File: src/design/amp_fault_defs.vh
// Purpose: Shared constants for the amplifier fault protection manager
// Assumes: 25 MHz core clock, 8-bit register port, 4-bit register address
// Notes:   DC time is given in ms and its cycle count derives from it; the fault timeout is given in cycles
`ifndef AMP_FAULT_DEFS_VH
`define AMP_FAULT_DEFS_VH

`define CLK_KHZ            25000
`define DC_DETECT_MS       420
`define DC_DETECT_CYCLES   (`DC_DETECT_MS * `CLK_KHZ)
`define FAULT_TIMEOUT_CYCLES 1000

`define ADDR_W             4
`define DATA_W             8
`define REG_CTRL           4'h0
`define REG_STATUS         4'h1

`define CTRL_SD_BIT        0
`define CTRL_RATE_LSB      1
`define CTRL_RATE_MSB      2
`define CTRL_RESET         8'h01

`define ST_OVE             0
`define ST_UVE             1
`define ST_CLOCKING_ERR            2
`define ST_OCE             3
`define ST_DCE             4
`define ST_OTE             5
`define ST_PLAY            6
`define ST_LINE            7

`define RATE_SHIFT_BASE    3

`endif

File: src/design/pwm_channel.v
// Purpose: One channel of the digital-to-PWM stage, complementary outputs
// Assumes: Sample is two's complement, period in core clock cycles
// Notes:   Threshold is taken once per frame so the duty stays glitch free
`timescale 1ns/100ps
`default_nettype none

module pwm_channel #(
   parameter SW = 16,
   parameter CW = 12
) (
   input  wire          clk,
   input  wire          reset,
   input  wire          clk_en,
   input  wire          enable,
   input  wire          frame_start,
   input  wire [SW-1:0] sample,
   input  wire [CW-1:0] period,
   output reg           out_p,
   output reg           out_n
);

   reg  [CW-1:0]    cnt_q;
   reg  [CW-1:0]    thr_q;
   wire [SW-1:0]    ofs;
   wire [SW+CW-1:0] prod;
   wire [CW:0]      cnt_inc;
   wire             high;

   // Offset binary so zero input gives half duty
   assign ofs     = {~sample[SW-1], sample[SW-2:0]};
   assign prod    = ofs * period;
   assign cnt_inc = {1'b0, cnt_q} + {{CW{1'b0}}, 1'b1};
   assign high    = cnt_q < thr_q;

   always @(posedge clk or posedge reset) begin
      if (reset) begin
         cnt_q <= {CW{1'b0}};
         thr_q <= {CW{1'b0}};
         out_p <= 1'b0;
         out_n <= 1'b0;
      end else if (clk_en) begin
         if (frame_start) begin
            cnt_q <= {CW{1'b0}};
            thr_q <= prod[SW+CW-1:SW];
         end else if (cnt_inc >= {1'b0, period}) begin
            cnt_q <= {CW{1'b0}};
         end else begin
            cnt_q <= cnt_inc[CW-1:0];
         end
         // Both legs low when stopped, never both high
         out_p <= enable & high;
         out_n <= enable & ~high;
      end
   end

endmodule // pwm_channel

`default_nettype wire

File: src/design/amp_fault_protection_manager.v
// Purpose: Fault sorting, fault line, recovery and PWM stage of the amplifier
// Assumes: All detector flags and pins are synchronous to clk
// Notes:   Register port is 8 bits wide, read data valid one cycle after
//
// The register offsets and the address-and-strobe port were chosen for this implementation.
`timescale 1ns/100ps
`default_nettype none
`include "amp_fault_defs.vh"

module amp_fault_protection_manager #(
   parameter [23:0] DC_CYCLES      = `DC_DETECT_CYCLES,
   parameter [23:0] TIMEOUT_CYCLES = `FAULT_TIMEOUT_CYCLES,
   parameter        SW             = 16,
   parameter        CW             = 12
) (
   input  wire              clk,
   input  wire              reset,
   input  wire              clk_en,
   input  wire [`ADDR_W-1:0] reg_addr,
   input  wire [`DATA_W-1:0] reg_wdata,
   input  wire              reg_write,
   input  wire              reg_read,
   output reg  [`DATA_W-1:0] reg_rdata,
   input  wire              amp_shutdown_n,
   input  wire              amp_fault_n_level,
   output reg               amp_fault_n,
   output reg               amp_fault_n_oe,
   input  wire              supply_overvoltage_err,
   input  wire              supply_undervoltage_err,
   input  wire              output_overcurrent_err,
   input  wire              die_overtemp_err,
   input  wire              overtemp_hysteresis_level,
   input  wire              mclk_ratio_bad,
   input  wire              sclk_ratio_bad,
   input  wire              mclk_rate_bad,
   input  wire              lrck_rate_bad,
   input  wire              mclk_stopped,
   input  wire              sclk_stopped,
   input  wire              lrck_stopped,
   input  wire              duty_over_l,
   input  wire              duty_pol_l,
   input  wire              duty_over_r,
   input  wire              duty_pol_r,
   input  wire              hw_mode,
   input  wire [1:0]        hw_rate_sel,
   input  wire              sample_strobe,
   input  wire [SW-1:0]     left_sample,
   input  wire [SW-1:0]     right_sample,
   output wire              pwm_l_p,
   output wire              pwm_l_n,
   output wire              pwm_r_p,
   output wire              pwm_r_n,
   output reg               playing
);

   localparam [3:0] S_RUN   = 4'b0001;
   localparam [3:0] S_FAULT = 4'b0010;
   localparam [3:0] S_SHDN  = 4'b0100;
   localparam [3:0] S_WAIT  = 4'b1000;

   reg  [3:0]         state_q;
   reg  [3:0]         state_d;
   reg  [`DATA_W-1:0] ctrl_q;
   reg  [2:0]         lat_q;
   reg  [2:0]         lat_d;
   reg  [2:0]         nl_q;
   reg                sd_eff_q;
   reg  [23:0]        tmo_q;
   reg  [23:0]        tmo_d;
   reg  [23:0]        dc_l_q;
   reg  [23:0]        dc_r_q;
   reg                pol_l_q;
   reg                pol_r_q;
   reg  [CW-1:0]      frame_cnt_q;
   reg  [CW-1:0]      frame_len_q;

   wire               sd_eff;
   wire               sd_rise;
   wire               sd_fall;
   wire               clk_err;
   wire               dce_det;
   wire               ote_now;
   wire [2:0]         err_now;
   wire [2:0]         set_lat;
   wire               run_ok;
   wire [1:0]         rate_sel;
   wire [CW-1:0]      pwm_period;

   // Pin and register bit both gate shutdown; either one low stops play
   assign sd_eff  = amp_shutdown_n & ctrl_q[`CTRL_SD_BIT];
   assign sd_rise = sd_eff & ~sd_eff_q;
   assign sd_fall = ~sd_eff & sd_eff_q;

   assign clk_err = mclk_ratio_bad | sclk_ratio_bad | mclk_rate_bad |
                    lrck_rate_bad | mclk_stopped | sclk_stopped |
                    lrck_stopped;

   function [23:0] dc_next;
      input [23:0] cnt;
      input        over;
      input        pol;
      input        last_pol;
      input [23:0] lim;
      begin
         if (!over || (pol != last_pol)) begin
            dc_next = 24'h000000;
         end else if (cnt < lim) begin
            dc_next = cnt + 24'h000001;
         end else begin
            dc_next = cnt;
         end
      end
   endfunction

   // Count reaches the limit only after the full window of overrun at one polarity
   assign dce_det = (dc_l_q == DC_CYCLES) | (dc_r_q == DC_CYCLES);

   // Latched overtemp stays present until below hysteresis level
   assign ote_now = die_overtemp_err |
                    (lat_q[2] & overtemp_hysteresis_level);
   assign err_now = {ote_now, dce_det, output_overcurrent_err};
   assign set_lat = err_now & {3{sd_eff}};

   // Supply faults only stop playback, no fault line, no latch
   assign run_ok = ~supply_overvoltage_err & ~supply_undervoltage_err &
                   ~clk_err;

   always @* begin
      state_d = state_q;
      tmo_d   = tmo_q;
      lat_d   = lat_q | set_lat;
      case (state_q)
         S_RUN: begin
            if (|set_lat) begin
               state_d = S_FAULT;
            end else if (!sd_eff) begin
               state_d = S_SHDN;
            end
         end
         S_FAULT: begin
            if (!sd_eff) begin
               state_d = S_SHDN;
            end
         end
         S_SHDN: begin
            if (sd_rise) begin
               if (|err_now) begin
                  state_d = S_FAULT;
               end else if (|lat_q) begin
                  state_d = S_WAIT;
                  tmo_d   = TIMEOUT_CYCLES;
               end else begin
                  state_d = S_RUN;
               end
            end
         end
         S_WAIT: begin
            if (|set_lat) begin
               state_d = S_FAULT;
            end else if (sd_fall) begin
               state_d = S_SHDN;
            end else if (tmo_q == 24'h000000) begin
               // Fresh sets still win over this clear
               state_d = S_RUN;
               lat_d   = set_lat;
            end else begin
               tmo_d = tmo_q - 24'h000001;
            end
         end
         default: begin
            state_d = S_FAULT;
         end
      endcase
   end

   assign rate_sel   = hw_mode ? hw_rate_sel :
                       ctrl_q[`CTRL_RATE_MSB:`CTRL_RATE_LSB];
   // Switching period is frame length over 8, 16, 32 or 64
   assign pwm_period = frame_len_q >> (rate_sel + `RATE_SHIFT_BASE);

   // Saturating step, so a lost strobe cannot wrap the frame measure
   function [CW-1:0] sat_inc;
      input [CW-1:0] val;
      begin
         if (&val) begin
            sat_inc = val;
         end else begin
            sat_inc = val + {{(CW-1){1'b0}}, 1'b1};
         end
      end
   endfunction

   always @(posedge clk or posedge reset) begin
      if (reset) begin
         state_q     <= S_SHDN;
         ctrl_q      <= `CTRL_RESET;
         lat_q       <= 3'b000;
         nl_q        <= 3'b000;
         sd_eff_q    <= 1'b0;
         tmo_q       <= 24'h000000;
         dc_l_q      <= 24'h000000;
         dc_r_q      <= 24'h000000;
         pol_l_q     <= 1'b0;
         pol_r_q     <= 1'b0;
         frame_cnt_q <= {CW{1'b0}};
         frame_len_q <= {CW{1'b0}};
         reg_rdata   <= 8'h00;
         amp_fault_n    <= 1'b0;
         amp_fault_n_oe <= 1'b0;
         playing     <= 1'b0;
      end else if (clk_en) begin
         state_q  <= state_d;
         lat_q    <= lat_d;
         tmo_q    <= tmo_d;
         sd_eff_q <= sd_eff;
         nl_q     <= {clk_err, supply_undervoltage_err,
                      supply_overvoltage_err};
         dc_l_q   <= dc_next(dc_l_q, duty_over_l, duty_pol_l, pol_l_q,
                             DC_CYCLES);
         dc_r_q   <= dc_next(dc_r_q, duty_over_r, duty_pol_r, pol_r_q,
                             DC_CYCLES);
         pol_l_q  <= duty_pol_l;
         pol_r_q  <= duty_pol_r;
         // Frame length measured between sample strobes, saturating
         // Strobe cycle counted too, so the multiple of fs stays exact
         if (sample_strobe) begin
            frame_len_q <= sat_inc(frame_cnt_q);
            frame_cnt_q <= {CW{1'b0}};
         end else begin
            frame_cnt_q <= sat_inc(frame_cnt_q);
         end
         if (reg_write && (reg_addr == `REG_CTRL)) begin
            ctrl_q <= reg_wdata;
         end
         reg_rdata <= 8'h00;
         if (reg_read) begin
            case (reg_addr)
               `REG_CTRL: begin
                  reg_rdata <= ctrl_q;
               end
               `REG_STATUS: begin
                  reg_rdata <= {amp_fault_n_level, playing, lat_q,
                                nl_q};
               end
               default: begin
                  reg_rdata <= 8'h00;
               end
            endcase
         end
         // Drive value fixed low; only the enable moves the line
         amp_fault_n    <= 1'b0;
         // Latch held until recovery; clock error follows its flag
         amp_fault_n_oe <= (|lat_d) | clk_err;
         playing        <= (state_d == S_RUN) & run_ok;
      end
   end

   pwm_channel #(
      .SW (SW),
      .CW (CW)
   ) u_pwm_l (
      .clk         (clk),
      .reset       (reset),
      .clk_en      (clk_en),
      .enable      (playing),
      .frame_start (sample_strobe),
      .sample      (left_sample),
      .period      (pwm_period),
      .out_p       (pwm_l_p),
      .out_n       (pwm_l_n)
   );

   pwm_channel #(
      .SW (SW),
      .CW (CW)
   ) u_pwm_r (
      .clk         (clk),
      .reset       (reset),
      .clk_en      (clk_en),
      .enable      (playing),
      .frame_start (sample_strobe),
      .sample      (right_sample),
      .period      (pwm_period),
      .out_p       (pwm_r_p),
      .out_n       (pwm_r_n)
   );

endmodule // amp_fault_protection_manager

`default_nettype wire

File: config.mk
export PLATFORM = sky130hd
export DESIGN_NAME = amp_fault_protection_manager
export DESIGN_NICKNAME = d
export VERILOG_FILES = /design/src/design/pwm_channel.v /design/src/design/amp_fault_protection_manager.v
export VERILOG_INCLUDE_DIRS = /design/src /design/src/design
export SDC_FILE = /design/constraint.sdc
export NUM_CORES = 1
export LEC_CHECK = 0
export ABC_AREA = 1
export BUFFER_PORTS_ARGS = -buffer_cell sky130_fd_sc_hd__buf_4
export CAP_MARGIN = 20
export CORE_MARGIN = 2
export CORE_UTILIZATION = 29
export CTS_BUF_LIST = sky130_fd_sc_hd__clkbuf_4
export DETAILED_ROUTE_END_ITERATION = 6
export HOLD_SLACK_MARGIN = 0.05
export PLACE_DENSITY_LB_ADDON = 0.12
export SYNTH_ARGS = -nofsm -noshare
export SYNTH_HDL_FRONTEND = slang
export SYNTH_SLANG_ARGS = --single-unit
export TNS_END_PERCENT = 100
File: constraint.sdc
create_clock -name clk -period 7.4 [get_ports clk]
set_input_delay 1.85 -clock clk [delete_from_list [all_inputs] [get_ports clk]]
set_output_delay 1.85 -clock clk [all_outputs]
set_load 0.01 [all_outputs]
* Word level (Yosys, flattened, before mapping) *
Index checks and enable logic that the tools add are counted.

operators by class
  $add $sub $neg = 7
  multiply operators = 2
  $lt $le $gt $ge = 6
  equal/unequal tests = 16
  shift operators = 1
  muxes and demuxes = 33
  bitwise gates (word level) = 31
  reduce and logical (&&, ||, !) cells = 20

operator list
  kind                                                 count
  two-way mux 24 bit                                   10
  two-way mux 12 bit                                   6
  multiplier 16 x 12 -> 28 bit                         2
  adder 24 x 1 -> 24 bit, second input constant        2
  equality test 24 bit, second input constant          2
  < comparator 24 bit, second input constant           2
  one-hot mux 24 bit (2 select lines)                  1
  two-way mux 4 bit                                    8
  adder 12 x 1 -> 13 bit, second input constant        2
  >= comparator 13 x 12 -> 1 bit                       2
  logical NOT 24 bit                                   1
  < comparator 12 bit                                  2
  subtractor 24 x 1 -> 24 bit, second input constant   1
  one-hot mux 4 bit (4 select lines)                   1
  one-hot mux 8 bit (2 select lines)                   1
  adder 12 x 1 -> 12 bit, second input constant        1
  equality test 4 x 1 -> 1 bit, second input constant  3
  two-way mux 3 bit                                    4
  inequality test 2 bit, second input constant         6
  AND reduction 12 bit                                 1
  OR reduction 3 bit                                   4
  >> shifter 12 x 3 -> 12 bit                          1
  bitwise AND 1 bit                                    11
  NOT 1 bit                                            9
  17 further kinds                                     33

storage, ports and cells
  bits in registers = 179
  bits of input ports = 71
  word-level logic and storage cells = 139

* Longest topological paths before layout *
  depth in word-level cells = 10
  mapped depth = 31
  depth with buffers taken out = 30

* Cells and area by module *
Synthesis repeated with hierarchy kept, for this count alone.

unflattened totals
  cells, all modules = 3365
  area total of the unflattened synthesis = 24049.3 sq um

modules (own cells, without submodules)
  module                        times used  cells each  area an instance (sq um)  seq. area each (sq um)
  pwm_channel (u_pwm_l)         1           1126        8184.1                    650.6
  pwm_channel (u_pwm_r)         1           1129        8175.3                    650.6
  amp_fault_protection_manager  1           1110        7689.9                    3105.5

* Least setup slack after synthesis *
Ideal clock, no wire load.

  kind = input-to-reg
  from = in hw_mode
  to = reg u_pwm_l.thr_q[9]
  setup time = 0.121 ns
  arrival time = 6.643 ns
  setup slack = 0.637 ns
  stages = 28
  path buffers = 1
  path through = inv_2 -> nand2_2 -> nand2_4 -> mux2i_1 -> nand2_1 -> nand2_2 -> clkinv_1 -> buf_2 -> nand2_1 -> fa_1 -> fa_1 -> inv_1 -> ha_1 -> fa_1 -> inv_1 -> fa_1 -> inv_1 -> ha_1 -> a21o_1 -> inv_1 -> nand2_1 -> a21oi_1 -> nor3_1 -> nor2_1 -> nand2_1 -> or2_1 -> nand3_1 -> o21ai_1

on the way
  longest elaborated chain between the ends = 4

RTL lines
  what                            line                                source
  start: declaration              amp_fault_protection_manager.v:44   input wire hw_mode,
  two-way mux 2 bit               amp_fault_protection_manager.v:176  assign rate_sel = hw_mode ? hw_rate_sel :
  adder 2 x 2 -> 3 bit (no line)  n/a
  >> shifter 12 x 3 -> 12 bit     amp_fault_protection_manager.v:179  assign pwm_period = frame_len_q >> (rate_sel + `RATE_SHIFT_BASE);
  multiplier 16 x 12 -> 28 bit    pwm_channel.v:31                    assign prod = ofs * period;
  end signal: assignment          pwm_channel.v:38                    thr_q <= {CW{1'b0}};
  end signal: assignment          pwm_channel.v:44                    thr_q <= prod[SW+CW-1:SW];
  end: declaration                pwm_channel.v:23                    reg [CW-1:0] thr_q;

Every way passes these cells.
A chain may end at the register's enable or synchronous reset.

* Worst setup path in the final report *
  from = in hw_mode
  to = reg u_pwm_r.thr_q[6]

on the way
  longest elaborated chain between the ends = 4

RTL lines
  what                            line
  two-way mux 2 bit               amp_fault_protection_manager.v:176
  adder 2 x 2 -> 3 bit (no line)  n/a
  >> shifter 12 x 3 -> 12 bit     amp_fault_protection_manager.v:179
  multiplier 16 x 12 -> 28 bit    pwm_channel.v:31
  end signal: assignment          pwm_channel.v:38
  end signal: assignment          pwm_channel.v:44
  end: declaration                pwm_channel.v:23

Every way passes these cells.

==> results.cfg <==
[outcome]
status = finished clean

[die]
core_area_mm2 = 0.06847
die_w_um = 266.6
die_y_um = 266.6
die_area_mm2 = 0.07108
row_count = 96
start_util = 0.2921
io_pins = 86

[clock_tree]
h-tree-depth = 4
cts_hold_buf = 0
cts-resized-gates = 0
cts_tree = built
clock-root-buffer = clkbuf_4
cts_setup_buffers = 0
cts_max_path_buffers = 2
insertion_delay_ns = 0.65
cts_inserted_buffers = 17
clock-sinks = 174
clk_pin_slew_ns = 0.16

[sta]
period_share = 0.9128
skew_ns = 0.02203
layout_min_cycle_time_ns = 6.755
relSlewSlack = 0.4127
setup_viol_count_final = 0
slew_violations = 0
fmax_mhz = 148.0
rsz0062_at_grt = no
setup_slack_ns = 0.6453
worst_pin_slew_ns = 0.8728
hold_slack_ns = 0.4977
fin_tns_setup_ns = 0
hold_viol = 0

[power]
cellLeakagePower_nw = 11.16
cellPowerDensity_mw_per_mm2 = 203.5
irDropWorstVdd_uv = 124.1

[synth]
synth_edf_count = 0
async_flop_share = 1.000
synth-seq-cells = 174
synth_mux_area_frac = 0.001001
yosysTopAreaCell = dfrtp_1
synth_xor_area_frac = 0.02672
syn-mean-instance-area_um2 = 7.445
synth_seq_area_share = 0.2179
synth.area.top_cells = dfrtp_1 22%, fa_1 20%, nand2_1 12%
synth_top_area_share = 0.2152
synth-compound-area-share = 0.09466
synth.net_count = 3121
yosysWarnings = 0
synth_top_family_by_area = adder cells
synthCells = 2686
synth_adder_area_share = 0.3013
synthFlopType = dfrtp_1
synthesis.area_mm2 = 0.02000
yosysUniqueCellTypes = 53
yosys.area_share.simple = 0.2469

[layout]
stdcell_count = 3650
finalNetCount = 3188
syn2layout_area_growth_pct = 10.81
final_core_util = 0.3237
drive_gt1_frac = 0.07520

[global_route]
grt_pass1_wl_um = 94960
grt_overflow = 0
grt_max_degree = 105
antenna_found_initial = 3
grt_pass1_vias = 17920
grt_usage = 0.1666

[setup_path]
worst_setup_path_start_kind = input port
cp_max_fo = 26
required_ns = 7.93
arrival_ns = 7.29
end_kind = register
r2r_cells = 26
r2r_end = u_pwm_r.thr_q[6]$_DFFE_PP0P_
r2r_setup_slack_ns = 1.59
cp_common_cell = fa_1
worstSetupPathType = input port to register
cp_slowest_stage_delay_ns = 0.55
critPathBufInv = 7
cp_top_family = adder cells
cpMaxStageDelayCell = fa_1
r2r-start = ctrl_q[1]$_DFFE_PP0P_

[hold_path]
whs_path_depth = 2
min_to = u_pwm_r.thr_q[1]$_DFFE_PP0P_
hp-class = register to register
hold_path_startpoint = u_pwm_r.thr_q[1]$_DFFE_PP0P_

[detailed_routing]
vias = 17370
drt-wirelength-per-cell_um = 15.57
drtPass1Iterations = 5
viasPerCell = 4.758
route.detailed.drc = 0
drt-initial-drc-count = 972
antenna_left = 0
routed_wl_um = 56820

[place]
place_congestion = 0.8705
post-place-ws_ns = 0.09940
port_buffers = 84
dp_hpwl_um = 45080
place_inst = 3614

[job]
maxCapViolCount = 0
==> cell usage in the layout (no fill, tap or decap), types with 4 or more instances in the layout <==
cell type and count:
nand2_1 650, inv_1 492, nor2_1 246, fa_1 196
dfrtp_1 172, ha_1 168, o21ai_0 128, buf_4 118
nand3_1 106, a21oi_1 92, nor3_1 54, xor2_1 52
nand4_1 41, o31ai_1 28, nor4_1 21, nand2_2 18
o22ai_1 18, o21ai_1 17, clkbuf_4 17, a31oi_1 13
a21o_1 10, xnor2_1 9, buf_12 8, nor2_2 7
nand3b_1 6, clkinv_1 6, inv_2 5, a21boi_0 5
a211oi_1 5, nand3_2 4, o21a_1 4, clkinv_4 4
==> sequential cells by signal, summed over array words and instances (netlist names), 3 cells and up <==
register and cells:
state_q 4, nl_q 3, reg_rdata 8, u_pwm_r.thr_q 11
tmo_q 24, dc_r_q 24, lat_q 3, u_pwm_l.cnt_q 12
dc_l_q 24, u_pwm_r.cnt_q 12, ctrl_q 8, frame_cnt_q 12
frame_len_q 9, u_pwm_l.thr_q 11
==> report_power, final <==
group          internal (mW)  switching [mW]  total, mW
Sequential              1.04          0.0741       1.12
Combinational           1.01            1.78       2.79
Clock                  0.232           0.371      0.603
==> worst reg2reg max path: cells and delay by family, from the launching register on <==
family / cells / cell delay (ns)
AOI/OAI and AO/OA: 6 / 1.13
DFF: 1 / 0.44
buffers and inverters: 5 / 0.40
and+or+nand+nor: 9 / 0.98
adders and majority gates: 6 / 2.76
==> logic make-up after synthesis <==
kind of cell	Yosys count
AO/OA/AOI/OAI	334
adder cells (fa/ha/maj)	364
XOR/XNOR	61
multiplexers	2
buffers and inverters	581
flip-flops	174
AND/OR/NAND/NOR	1169
other	1
==> cells in the mapped netlist (all sizes together), types with 2 or more instances <==
| master | count |
|---|---|
| nor4 | 21 |
| nor3 | 57 |
| a211oi | 5 |
| nand4 | 41 |
| a21o | 10 |
| o21ai | 147 |
| nand2 | 671 |
| o22ai | 18 |
| ha | 168 |
| a21oi | 92 |
| xor2 | 52 |
| inv | 498 |
| o211ai | 3 |
| o21bai | 2 |
| o21a | 4 |
| nor2 | 255 |
| o211a | 2 |
| dfrtp | 172 |
| fa | 196 |
| a21boi | 5 |
| a31oi | 13 |
| a221oi | 2 |
| o31ai | 28 |
| buf | 49 |
| nand3b | 7 |
| or2 | 5 |
| mux2i | 2 |
| xnor2 | 9 |
| nand3 | 110 |
| clkinv | 3 |
| dfstp | 2 |
| clkbuf | 31 |
==> stage by stage <==
step,power [mW],cell area (um^2)
5_1_grt,5.060,22160
3_5_place_dp,3.938,21810
4_1_cts,4.592,22110
6_report,4.510,22160
2_1_floorplan,3.134,20000
3_3_place_gp,3.944,21810
==> layout make-up <==
cell class / count / area [um^2]
clock inverter: 15 / 170.2
fill: 7470 / 46310
tap: 882 / 1104
clock buffer: 17 / 127.6
multi-input combinational: 1931 / 13420
inverter: 501 / 1886
timing repair buffer: 128 / 1089
antenna: 2 / 5.005
sequential: 174 / 4357
==> how the worst max path moves through the flow <==
stage / end / from / slack (ns) / depth (start not counted)
finish: u_pwm_r.thr_q[6]$_DFFE_PP0P_ / hw_mode / 0.65 / 27
global route: u_pwm_r.thr_q[6]$_DFFE_PP0P_ / hw_mode / 0.41 / 28
global placement: u_pwm_r.thr_q[6]$_DFFE_PP0P_ / hw_mode / 0.10 / 27
detailed placement: u_pwm_r.thr_q[6]$_DFFE_PP0P_ / hw_mode / 0.1 / 27
CTS: u_pwm_r.thr_q[6]$_DFFE_PP0P_ / hw_mode / 0.84 / 27
floorplan: u_pwm_l.thr_q[9]$_DFFE_PP0P_ / hw_mode / 0.64 / 28
==> per-layer routing <==
metal	GRT usage	wire, um	share of wire	up-vias
met5	0	24	0.00042	-
met4	0.03826	820	0.014	4
met3	0.02380	2503	0.044	48
met2	0.2812	26660	0.47	337
met1	0.2249	26820	0.47	8419
li1	-	-	-	8557
No activity file was read; power rests on OpenSTA's default activity.
